--- src/cce_regs.svh ---
`ifndef CCE_REGS_SVH
`define CCE_REGS_SVH

// register byte addresses on the bus
`define CCE_ADDR_INSTR 8'h00
`define CCE_ADDR_ACC 8'h04
`define CCE_ADDR_FPTR 8'h08
`define CCE_ADDR_FLAGS 8'h0c
`define CCE_ADDR_STACK 8'h10
`define CCE_ADDR_CFG 8'h14
`define CCE_ADDR_STATE 8'h18
`define CCE_ADDR_FILE_BASE 8'h80
`define CCE_FILE_SEL_BIT 7

// flags register layout
`define CCE_FLAG_PAGE_HI 6
`define CCE_FLAG_PAGE_LO 5
`define CCE_FLAG_EXPIRY_N 4
`define CCE_FLAG_SLEEP_N 3
`define CCE_FLAG_NULL 2
`define CCE_FLAGS_RESET 8'h18

// configuration register layout
`define CCE_CFG_PRESC_TO_SUP 0
`define CCE_CFG_RESET 8'h00

// instruction word layout
`define CCE_INSTR_W 12
`define CCE_OPC_HI 11
`define CCE_OPC_LO 8
`define CCE_INSTR_DEST 5
`define CCE_FILE_HI 4
`define CCE_LIT_HI 7

// opcode field values
`define CCE_OPC_IDLE 4'h0
`define CCE_OPC_CLR_ACC 4'h1
`define CCE_OPC_KICK 4'h2
`define CCE_OPC_CLR_FILE 4'h3
`define CCE_OPC_INVERT 4'h4
`define CCE_OPC_MINUS 4'h5
`define CCE_OPC_MINUS_SKIP 4'h6
`define CCE_OPC_JUMP 4'h7

// sizes and constants
`define CCE_FP_W 11
`define CCE_FP_STEP 11'h001
`define CCE_CLEAR_VALUE 8'h00
`define CCE_MINUS_STEP 8'h01
`define CCE_FILE_DEPTH 32
`define CCE_STACK_DEPTH 2
`define CCE_RESP_OKAY 2'b00
`define CCE_RESP_SLVERR 2'b10

`endif

--- src/cce_pkg.sv ---
`default_nettype none
package cce_pkg;

	typedef enum logic [2:0] {
		OP_IDLE,
		OP_CLR_ACC,
		OP_KICK,
		OP_CLR_FILE,
		OP_INVERT,
		OP_MINUS,
		OP_MINUS_SKIP,
		OP_JUMP
	} cce_op_t;

	typedef enum logic {
		ST_RUN,
		ST_FLUSH
	} cce_state_t;

endpackage
`default_nettype wire

--- src/cce_exec.sv ---
// Operation
// - clear_acc_op loads accumulator with 00h and sets null flag only.
// - subroutine_jump_op pushes fetch_pointer plus one onto the return stack.
// - subroutine_jump_op loads the 8-bit literal into fetch_pointer low bits.
// - subroutine_jump_op copies flags bits 6:5 to pointer 10:9, clears bit 8.
// - subroutine_jump_op takes two cycles and leaves every flag unchanged.
// - kick_supervisor_op resets the supervisor_timer count to 00h.
// - kick also clears prescaler, only while prescaler serves the supervisor_timer.
// - kick_supervisor_op sets expiry_flag_n and sleep_flag_n to one.
// - clear_file_op writes 00h to the addressed file register and sets null.
// - destination bit zero targets accumulator, one targets the source file register.
// - invert_file_op stores the complement and updates the null flag.
// - minus_one_file_op stores file minus one and updates the null flag.
// - minus_one_skip_null_op on zero result discards next instruction, runs idle_op.
//
// The register addresses and the AXI4-Lite interface to the registers are this design's own decisions.
`timescale 1ns/100ps
`default_nettype none
`include "cce_regs.svh"

module cce_exec import cce_pkg::*; (
	input wire logic aclk,
	input wire logic aresetn,
	input wire logic [7:0] s_axi_awaddr,
	input wire logic [2:0] s_axi_awprot,
	input wire logic s_axi_awvalid,
	output logic s_axi_awready,
	input wire logic [31:0] s_axi_wdata,
	input wire logic [3:0] s_axi_wstrb,
	input wire logic s_axi_wvalid,
	output logic s_axi_wready,
	output logic [1:0] s_axi_bresp,
	output logic s_axi_bvalid,
	input wire logic s_axi_bready,
	input wire logic [7:0] s_axi_araddr,
	input wire logic [2:0] s_axi_arprot,
	input wire logic s_axi_arvalid,
	output logic s_axi_arready,
	output logic [31:0] s_axi_rdata,
	output logic [1:0] s_axi_rresp,
	output logic s_axi_rvalid,
	input wire logic s_axi_rready,
	output logic sup_count_clear,
	output logic prescaler_clear
);

	function automatic cce_op_t decode_op(input logic [3:0] opc);
		cce_op_t op;
		unique case (opc)
			`CCE_OPC_CLR_ACC: op = OP_CLR_ACC;
			`CCE_OPC_KICK: op = OP_KICK;
			`CCE_OPC_CLR_FILE: op = OP_CLR_FILE;
			`CCE_OPC_INVERT: op = OP_INVERT;
			`CCE_OPC_MINUS: op = OP_MINUS;
			`CCE_OPC_MINUS_SKIP: op = OP_MINUS_SKIP;
			`CCE_OPC_JUMP: op = OP_JUMP;
			default: op = OP_IDLE;
		endcase
		return op;
	endfunction

	function automatic logic is_file_addr(input logic [7:0] addr);
		return addr[`CCE_FILE_SEL_BIT] && (addr[1:0] == 2'h0);
	endfunction

	function automatic logic [4:0] file_index(input logic [7:0] addr);
		return addr[6:2];
	endfunction

	function automatic logic [7:0] lane0_merge(input logic [7:0] old, input logic [31:0] data,
		input logic [3:0] strb);
		return strb[0] ? data[7:0] : old;
	endfunction

	function automatic logic is_mapped(input logic [7:0] addr);
		return is_file_addr(addr) || addr == `CCE_ADDR_INSTR || addr == `CCE_ADDR_ACC ||
			addr == `CCE_ADDR_FPTR || addr == `CCE_ADDR_FLAGS || addr == `CCE_ADDR_STACK ||
			addr == `CCE_ADDR_CFG || addr == `CCE_ADDR_STATE;
	endfunction

	// architectural state
	logic [7:0] file_mem [`CCE_FILE_DEPTH];
	logic [7:0] acc_q;
	logic [7:0] flags_q;
	logic [7:0] cfg_q;
	logic [`CCE_FP_W-1:0] fp_q;
	logic [`CCE_FP_W-1:0] stack_q [`CCE_STACK_DEPTH];
	cce_state_t state_q;
	logic [`CCE_INSTR_W-1:0] last_instr_q;
	logic sup_clear_q;
	logic presc_clear_q;

	// bus holding state
	logic aw_hold_q;
	logic [7:0] aw_addr_q;
	logic w_hold_q;
	logic [31:0] w_data_q;
	logic [3:0] w_strb_q;
	logic bvalid_q;
	logic [1:0] bresp_q;
	logic rvalid_q;
	logic [31:0] rdata_q;
	logic [1:0] rresp_q;

	// decoded instruction
	logic wr_go;
	logic instr_go;
	logic [`CCE_INSTR_W-1:0] instr;
	cce_op_t op;
	logic dest_file;
	logic [4:0] f_addr;
	logic [7:0] f_val;
	logic [7:0] alu_res;
	logic alu_null;
	logic to_file;
	logic to_acc;
	logic skip_taken;
	logic [`CCE_FP_W-1:0] fp_next_seq;

	// write address and data are caught independently, in either order
	assign s_axi_awready = !aw_hold_q;
	assign s_axi_wready = !w_hold_q;
	assign s_axi_bvalid = bvalid_q;
	assign s_axi_bresp = bresp_q;
	assign s_axi_arready = !rvalid_q;
	assign s_axi_rvalid = rvalid_q;
	assign s_axi_rdata = rdata_q;
	assign s_axi_rresp = rresp_q;
	assign sup_count_clear = sup_clear_q;
	assign prescaler_clear = presc_clear_q;

	// an instruction write waits while the flush cycle runs; bready stall also holds it
	assign wr_go = aw_hold_q && w_hold_q && !bvalid_q &&
		(state_q == ST_RUN || aw_addr_q != `CCE_ADDR_INSTR);
	assign instr_go = wr_go && aw_addr_q == `CCE_ADDR_INSTR;
	assign instr = w_data_q[`CCE_INSTR_W-1:0];
	assign op = decode_op(instr[`CCE_OPC_HI:`CCE_OPC_LO]);
	assign dest_file = instr[`CCE_INSTR_DEST];
	assign f_addr = instr[`CCE_FILE_HI:0];
	assign f_val = file_mem[f_addr];
	assign fp_next_seq = fp_q + `CCE_FP_STEP;

	cce_alu cce_alu_i (
		.op(op),
		.operand(f_val),
		.result(alu_res),
		.null_out(alu_null)
	);

	always_comb begin
		to_file = 1'b0;
		to_acc = 1'b0;
		if (instr_go) begin
			unique case (op)
				OP_CLR_ACC: to_acc = 1'b1;
				OP_CLR_FILE: to_file = 1'b1;
				OP_INVERT, OP_MINUS, OP_MINUS_SKIP: begin
					to_file = dest_file;
					to_acc = !dest_file;
				end
				OP_IDLE, OP_KICK, OP_JUMP: begin
					to_file = 1'b0;
					to_acc = 1'b0;
				end
			endcase
		end
	end

	assign skip_taken = instr_go && op == OP_MINUS_SKIP && alu_null;

	always_ff @(posedge aclk) begin
		if (!aresetn) begin
			aw_hold_q <= 1'b0;
			aw_addr_q <= 8'h00;
		end else if (wr_go) begin
			aw_hold_q <= 1'b0;
		end else if (s_axi_awvalid && !aw_hold_q) begin
			aw_hold_q <= 1'b1;
			aw_addr_q <= s_axi_awaddr;
		end
	end

	always_ff @(posedge aclk) begin
		if (!aresetn) begin
			w_hold_q <= 1'b0;
			w_data_q <= 32'h0000_0000;
			w_strb_q <= 4'h0;
		end else if (wr_go) begin
			w_hold_q <= 1'b0;
		end else if (s_axi_wvalid && !w_hold_q) begin
			w_hold_q <= 1'b1;
			w_data_q <= s_axi_wdata;
			w_strb_q <= s_axi_wstrb;
		end
	end

	always_ff @(posedge aclk) begin
		if (!aresetn) begin
			bvalid_q <= 1'b0;
			bresp_q <= `CCE_RESP_OKAY;
		end else if (wr_go) begin
			bvalid_q <= 1'b1;
			bresp_q <= is_mapped(aw_addr_q) ? `CCE_RESP_OKAY : `CCE_RESP_SLVERR;
		end else if (s_axi_bready) begin
			bvalid_q <= 1'b0;
		end
	end

	// file registers: bus write and instruction write never coincide
	always_ff @(posedge aclk) begin
		if (wr_go && is_file_addr(aw_addr_q)) begin
			file_mem[file_index(aw_addr_q)] <= lane0_merge(file_mem[file_index(aw_addr_q)], w_data_q, w_strb_q);
		end else if (to_file) begin
			file_mem[f_addr] <= alu_res;
		end
	end

	always_ff @(posedge aclk) begin
		if (!aresetn) begin
			acc_q <= `CCE_CLEAR_VALUE;
		end else if (to_acc) begin
			acc_q <= alu_res;
		end else if (wr_go && aw_addr_q == `CCE_ADDR_ACC) begin
			acc_q <= lane0_merge(acc_q, w_data_q, w_strb_q);
		end
	end

	always_ff @(posedge aclk) begin
		if (!aresetn) begin
			flags_q <= `CCE_FLAGS_RESET;
		end else if (instr_go) begin
			unique case (op)
				OP_CLR_ACC, OP_CLR_FILE: begin
					flags_q[`CCE_FLAG_NULL] <= 1'b1;
				end
				OP_INVERT, OP_MINUS: begin
					flags_q[`CCE_FLAG_NULL] <= alu_null;
				end
				OP_KICK: begin
					flags_q[`CCE_FLAG_EXPIRY_N] <= 1'b1;
					flags_q[`CCE_FLAG_SLEEP_N] <= 1'b1;
				end
				OP_MINUS_SKIP, OP_JUMP, OP_IDLE: begin
					flags_q <= flags_q;
				end
			endcase
		end else if (wr_go && aw_addr_q == `CCE_ADDR_FLAGS) begin
			flags_q <= lane0_merge(flags_q, w_data_q, w_strb_q);
		end
	end

	always_ff @(posedge aclk) begin
		if (!aresetn) begin
			cfg_q <= `CCE_CFG_RESET;
		end else if (wr_go && aw_addr_q == `CCE_ADDR_CFG) begin
			cfg_q <= lane0_merge(cfg_q, w_data_q, w_strb_q);
		end
	end

	// fetch pointer; the flush cycle of a skip executes an idle_op and steps once more
	always_ff @(posedge aclk) begin
		if (!aresetn) begin
			fp_q <= '0;
		end else if (state_q == ST_FLUSH) begin
			if (last_instr_q[`CCE_OPC_HI:`CCE_OPC_LO] == `CCE_OPC_MINUS_SKIP) begin
				fp_q <= fp_next_seq;
			end
		end else if (instr_go) begin
			if (op == OP_JUMP) begin
				fp_q <= {flags_q[`CCE_FLAG_PAGE_HI:`CCE_FLAG_PAGE_LO], 1'b0,
					instr[`CCE_LIT_HI:0]};
			end else begin
				fp_q <= fp_next_seq;
			end
		end
	end

	// return stack, top at index zero; the oldest entry falls off when full
	always_ff @(posedge aclk) begin
		if (!aresetn) begin
			for (int i = 0; i < `CCE_STACK_DEPTH; i++) begin
				stack_q[i] <= '0;
			end
		end else if (instr_go && op == OP_JUMP) begin
			stack_q[0] <= fp_next_seq;
			for (int i = 1; i < `CCE_STACK_DEPTH; i++) begin
				stack_q[i] <= stack_q[i-1];
			end
		end
	end

	// second instruction cycle for the jump and for a taken skip
	always_ff @(posedge aclk) begin
		if (!aresetn) begin
			state_q <= ST_RUN;
			last_instr_q <= '0;
		end else begin
			unique case (state_q)
				ST_RUN: begin
					if (instr_go) begin
						last_instr_q <= instr;
						if (op == OP_JUMP || skip_taken) begin
							state_q <= ST_FLUSH;
						end
					end
				end
				ST_FLUSH: begin
					state_q <= ST_RUN;
				end
			endcase
		end
	end

	// timer internals live elsewhere; these pulses tell them to restart
	always_ff @(posedge aclk) begin
		if (!aresetn) begin
			sup_clear_q <= 1'b0;
			presc_clear_q <= 1'b0;
		end else begin
			sup_clear_q <= instr_go && op == OP_KICK;
			presc_clear_q <= instr_go && op == OP_KICK && cfg_q[`CCE_CFG_PRESC_TO_SUP];
		end
	end

	always_ff @(posedge aclk) begin
		if (!aresetn) begin
			rvalid_q <= 1'b0;
			rdata_q <= 32'h0000_0000;
			rresp_q <= `CCE_RESP_OKAY;
		end else if (s_axi_arvalid && !rvalid_q) begin
			rvalid_q <= 1'b1;
			rresp_q <= is_mapped(s_axi_araddr) ? `CCE_RESP_OKAY : `CCE_RESP_SLVERR;
			if (is_file_addr(s_axi_araddr)) begin
				rdata_q <= {24'h000000, file_mem[file_index(s_axi_araddr)]};
			end else begin
				unique case (s_axi_araddr)
					`CCE_ADDR_INSTR: rdata_q <= {20'h00000, last_instr_q};
					`CCE_ADDR_ACC: rdata_q <= {24'h000000, acc_q};
					`CCE_ADDR_FPTR: rdata_q <= {21'h0, fp_q};
					`CCE_ADDR_FLAGS: rdata_q <= {24'h000000, flags_q};
					`CCE_ADDR_STACK: rdata_q <= {21'h0, stack_q[0]};
					`CCE_ADDR_CFG: rdata_q <= {24'h000000, cfg_q};
					`CCE_ADDR_STATE: rdata_q <= {31'h0, state_q == ST_FLUSH};
					default: rdata_q <= 32'h0000_0000;
				endcase
			end
		end else if (s_axi_rready) begin
			rvalid_q <= 1'b0;
		end
	end

endmodule
`default_nettype wire

--- src/cce_alu.sv ---
`timescale 1ns/100ps
`default_nettype none
`include "cce_regs.svh"

module cce_alu import cce_pkg::*; (
	input wire cce_op_t op,
	input wire logic [7:0] operand,
	output logic [7:0] result,
	output logic null_out
);

	always_comb begin
		unique case (op)
			OP_CLR_ACC, OP_CLR_FILE: begin
				result = `CCE_CLEAR_VALUE;
			end
			OP_INVERT: begin
				result = ~operand;
			end
			OP_MINUS, OP_MINUS_SKIP: begin
				result = operand - `CCE_MINUS_STEP;
			end
			OP_IDLE, OP_KICK, OP_JUMP: begin
				result = operand;
			end
		endcase
		null_out = (result == `CCE_CLEAR_VALUE);
	end

endmodule
`default_nettype wire

--- config.mk ---
export PLATFORM = sky130hd
export DESIGN_NAME = cce_exec
export DESIGN_NICKNAME = d
export VERILOG_FILES = /design/src/cce_pkg.sv /design/src/cce_exec.sv /design/src/cce_alu.sv
export VERILOG_INCLUDE_DIRS = /design/src
export SDC_FILE = /design/constraint.sdc
export NUM_CORES = 1
export LEC_CHECK = 0
export ABC_AREA = 1
export BUFFER_PORTS_ARGS = -buffer_cell sky130_fd_sc_hd__buf_4
export CORE_ASPECT_RATIO = 1.25
export CORE_UTILIZATION = 55
export DETAILED_ROUTE_END_ITERATION = 7
export PLACE_DENSITY = 0.75
export SKIP_LAST_GASP = 1
export SYNTH_ARGS = -nofsm -noshare
export SYNTH_HDL_FRONTEND = slang
export SYNTH_SLANG_ARGS = --single-unit
--- constraint.sdc ---
create_clock -name aclk -period 3.55 [get_ports aclk]
set_input_delay 0.355 -clock aclk [delete_from_list [all_inputs] [get_ports aclk]]
set_output_delay 0.355 -clock aclk [all_outputs]
set_load 0.005 [all_outputs]
# == Word-level counts from Yosys, hierarchy flattened ==
# Memory sizes are Yosys's and may differ from the RTL's. A register that Yosys moved wholly into a read port is not among the register bits.
# Cells that the tools add are included.
# op_classes
n_addsub,2
n_mul,0
div_mod_pow,0
order_cmp,0
n_eq_ne,31
n_shift,0
n_mux,46
bitwise_logic,7
n_reduce_logical,70
# op_table
cell,n
$pmux W12 S7,1
$mux W11,6
$eq A8 B5 Y1 const B,6
$mux W8,5
$eq A8 B4 Y1 const B,4
$pmux W8 S4,1
$mux W5,6
$logic_not A8 Y1,3
$pmux W3 S7,1
$eq A4 B3 Y1 const B,5
$logic_and A1 B1 Y1,18
$mux W1,18
$eq A8 B3 Y1 const B,2
$logic_or A1 B1 Y1,16
$reduce_and A2 Y1,7
$reduce_bool A2 Y1,7
$eq A3 B3 Y1 const B,4
$mux W12,1
$add A11 B1 Y11 const B,1
$reduce_and A3 Y1,3
$eq A4 B2 Y1 const B,2
$not A8 Y8,1
$pmux W1 S2,4
$reduce_bool A8 Y1,1
16 further kinds,33
# totals
reg_bits,111
latchBits,0
mem_bits_rw,278
rom_bits,0
in_bits,65
out_inout_bits,43
word_cells,178
mem_count,2
# memory_table
name,depth,width,rd,rd_ports_with_merged_regs,wr,line,source
file_mem,32,8,2,1,1,cce_exec.sv:82,logic [7:0] file_mem [`CCE_FILE_DEPTH];
stack_q,2,11,1,0,2,cce_exec.sv:87,logic [`CCE_FP_W-1:0] stack_q [`CCE_STACK_DEPTH];

# == Longest topological paths before layout ==
# depth
ltp_word,11
mapped_depth,22
mapped_depth_nobuf,20

# == By module ==
# A second synthesis with hierarchy kept.
# hier_totals
cells_unflattened,2237
area_unflattened_um2,18700.4
# modules_own_cells
module,n_inst,cells_each,area_each_um2,seq_area_each_um2
cce_exec,1,2153,18276.3,9899.5
cce_alu,1,84,424.2,0.0

# == Worst setup path after synthesis ==
# Ideal clock, no wire load.
# synth_timing
path_kind,flip-flop to flip-flop
startpoint,register with a tool-made name
endpoint,memory file_mem[0][1] (data pin)
setup_ps,454
arrival_time_ps,3000
required_time_ps,3096
slack_ps,95
path_stages_with_launch,13
path_buffers,2
period_less_slack_ps,3455
path_cell_list,dfxtp_1 -> buf_2 -> inv_1 -> clkbuf_1 -> nand3_1 -> nand2_1 -> nand2_1 -> nand3_1 -> nand2_1 -> ha_1 -> o22ai_1 -> nor2_1 -> o21ai_0
# synth_lines
element,line
to (decl),cce_exec.sv:82

# == Worst setup path in the final report ==
# layout_timing
startpoint,register w_data_q[10]
endpoint,memory file_mem[23][1] (enable)
# layout_via
elab_chain_len,11
elab_cells_between_ends,21
classes_between,eq/ne (11); mux (8); reduce/logical (2)
# layout_rtl
element,line,source
from (decl),cce_exec.sv:97,logic [31:0] w_data_q;
from (signal assigned),cce_exec.sv:192,w_data_q <= s_axi_wdata;
$eq A4 B3 Y1 (tied with other cells),cce_exec.sv:49,unique case (opc)
$pmux W3 S7 (*),cce_exec.sv:49,
$eq A3 B3 Y1,cce_exec.sv:154,unique case (op)
$reduce_or A3 Y1,cce_exec.sv:154,
$pmux W1 S2 (*),cce_exec.sv:154,
$mux W1 (*),cce_exec.sv:153,if (instr_go) begin
$mux W1 (*),cce_exec.sv:213,end else if (to_file) begin
$mux W1 (*),cce_exec.sv:211,if (wr_go && is_file_addr(aw_addr_q)) begin
$mux W1 (implied by the code) (*),cce_exec.sv:214,file_mem[f_addr] <= alu_res;
$reduce_or A8 Y1 (no line),-,
$mux W5 (no line) / $mux W1 (equally long branches),-,
# Every way passes the cells marked *; elsewhere a longest branch is shown, timed or not.

==> results.tsv <==
stage	metric	value	unit
status	status	finished clean	
synthesis	synth_area_per_cell	8.900	um2
clock_tree	cts_tree	yes	
setup_path	startpoint_type	flop	
synthesis	async_flop_share	0	%
job	drv_cap	0	
layout	drive_above_1_share	10.79	%
sta	setup_tns	0	ns
synthesis	synth_top_family_by_area	simple AND/OR/NAND/NOR gates	
detailed_routing	first_pass_iters	7	
detailed_routing	route.detailed.drc	0	
sta	clock_skew	0.01873	ns
global_routing	grtUsageTotal	32.51	%
clock_tree	cts_inserted_buffers	36	
sta	period_minus_slack	3.454	ns
sta	final-setup-viol-count	0	
synthesis	synth_common_cells	nand2_1 (552), nand3_1 (290), edfxtp_1 (267)	
synthesis	synth_compound_gate_area_share	11.41	%
sta	clock.fmax	289.5	MHz
sta	rsz0062_at_grt	yes	
detailed_routing	finalWirelength	52530	um
clock_tree	postCtsHoldBufs	0	
clock_tree	htreeDepth	2	
sta	hold_ws	0.05123	ns
layout	nets	2083	
detailed_routing	drt_iter0_drc	1739	
global_routing	grt_pass1_wl	80550	um
die	initial_core_util	56.33	%
clock_tree	clkTransAtPathRegs	0.06	ns
hold_path	worst_hold_path_type	in -> reg	
place	hpwl	34820	um
synthesis	synth_xor_area_share	0.4489	%
layout	antenna_cells	0	
synthesis	synth_edf_count	267	
synthesis	synth_ff_type	edfxtp_1	
synthesis	synth-simple-area-share	25.02	%
detailed_routing	vias_per_cell	6.200	
setup_path	r2r_cells	10	
die	die-area	0.03265	mm2
clock_tree	root_buffer	clkbuf_16	
synthesis	netlist_instances	1973	
clock_tree	clock_latency	0.53	ns
clock_tree	cts_setup_buffers	0	
sta	final.setup.worst_slack	0.09628	ns
hold_path	hold_depth	3	
global_routing	grt_antenna_before_repair	0	
hold_path	min_to	aw_addr_q[0]	
sta	final.period_utilization	97.29	%
detailed_routing	wire_per_inst	21.48	um
synthesis	yosysWarnings	0	
die	core_area	0.03117	mm2
die	io_pins	108	
clock_tree	post_cts_resized	0	
detailed_routing	drtAntennaViolNets	0	
place	gp_congestion	0.9664	
clock_tree	clk_path_buf_depth	3	
clock_tree	cts_sinks	361	
setup_path	critPathKind	reg -> reg	
synthesis	ys_seq_area_share	56.38	%
die	fp.dieW	161.8	um
detailed_routing	wl_met1	18590	um
setup_path	arrival	3.61	ns
hold_path	hp-start	s_axi_awaddr[0]	
synthesis	yosysMostFrequentCell	nand2_1	
layout	syn_to_final_growth	12.00	%
sta	worst_pin_slew	1.132	ns
detailed_routing	highest_layer	met4	
synthesis	synth_top_area_share	45.66	%
sta	slew_viol_final	0	
sta	max-slew-margin-rel	24.47	%
layout	finalCoreUtilization	63.09	%
setup_path	r2r_slack	0.1	ns
place	pre_cts_ws	0.08763	ns
setup_path	r2r-end	file_mem[23][1]	
pwr	finalPower	9.380	mW
detailed_routing	dr_wl_met3	5053	um
global_routing	overflow	0	
detailed_routing	wl_met2	25700	um
setup_path	worstPathMaxFanout	8	
synthesis	muxShareOfSynthArea	0	%
pwr	ir_drop	0.0004918	V
setup_path	end_kind	flop	
global_routing	grt_max_degree	77	
setup_path	critPathRequiredTime	3.70	ns
synthesis	synth.area.top_cells	edfxtp_1 (46%), nand2_1 (12%), dfxtp_1 (11%)	
synthesis	synth_seq_cells	361	
synthesis	synth_top_cell_by_area	edfxtp_1	
pwr	cellPowerDensity	476.9	mW/mm2
synthesis	syn_area	0.01756	mm2
sta	hold_viol_final	0	
detailed_routing	vias	15170	
die	num_rows	72	
global_routing	grt_pass1_vias	14800	
setup_path	r2r-start	w_data_q[10]	
pwr	p_leak	7.332	nW
die	die_h	201.8	um
synthesis	synth_fa_ha_area_share	0.1425	%
synthesis	ys_types	47	
place	portBuffers	56	
[cell type report]
class	count	area [um2]
Fill cell	2517	11500
Sequential cell	361	9905
Multi-Input combinational cell	1382	6659
Timing Repair Buffer	119	1081
Clock buffer	44	983.4
Tap cell	407	509.2
Inverter	116	437.9
Clock inverter	17	91.34
[routing by layer]
| layer | vias to the layer above | GRT usage [%] |
|---|---|---|
| li1 | 6903 | - |
| met1 | 7145 | 39.08 |
| met2 | 906 | 54.49 |
| met3 | 212 | 4.289 |
| met4 | 0 | 21.70 |
| met5 | - | 0 |
[power breakdown]
group / switching [mW] / total, mW / internal, mW
logic: 0.846 / 1.19 / 0.343
registers: 0.0475 / 4.64 / 4.59
clock network: 1.58 / 3.55 / 1.97
total: 2.48 / 9.38 / 6.90
[kinds of logic after synthesis]
logic type	after synthesis
adders and majority gates	2
and+or+nand+nor	1028
buffers and inverters	251
AOI/OAI and AO/OA	321
DFF	361
xor gates and xnor gates	9
other	1
[registers in the layout (all words and copies together) (netlist names), 8 cells and up, named ones only]
signal        cells
acc_q             8
aw_addr_q         8
cfg_q             8
file_mem        256
flags_q           8
fp_q             11
last_instr_q     12
s_axi_rdata      12
stack_q          11
w_data_q         12
[critical path, cell delays in order, from the launching register on]
cell     delay (ns)
dfxtp_1        0.38
inv_1          0.09
nor2_1         0.13
inv_1          0.08
o21ai_0        0.35
nand2_1        0.16
nor2_1         0.47
inv_1          0.17
nand2_1        0.18
nand3_1        0.36
nor2_1         0.70
[through the flow]
step / instances / area [um2]
final: 2446 / 19670
after global routing: 2446 / 19670
after CTS: 2446 / 19640
after detailed placement: 2385 / 18560
after global placement: 2385 / 18560
after floorplan: 1994 / 17640
[cells in the final DEF, fill, tap and decap left out, drive strengths merged, types with 87 or more instances in the layout]
master	count
a21oi	100
a22oi	92
buf	119
dfxtp	94
edfxtp	267
inv	115
nand2	554
nand3	292
nor2	130
o21ai	87
[how the worst max path moves through the flow]
stage / slack [ns] / cells after the start / endpoint / startpoint
floorplan: 0.1 / 12 / file_mem[0][1] / flop
global placement: 0.29 / 10 / file_mem[27][0] / w_data_q[10]
detailed placement: 0.09 / 10 / file_mem[27][0] / w_data_q[10]
CTS: 0.08 / 10 / file_mem[27][4] / w_data_q[10]
global route: -0.11 / 10 / file_mem[19][5] / w_data_q[10]
finish: 0.1 / 10 / file_mem[23][1] / w_data_q[10]
Power figures use the tool's default switching activity.
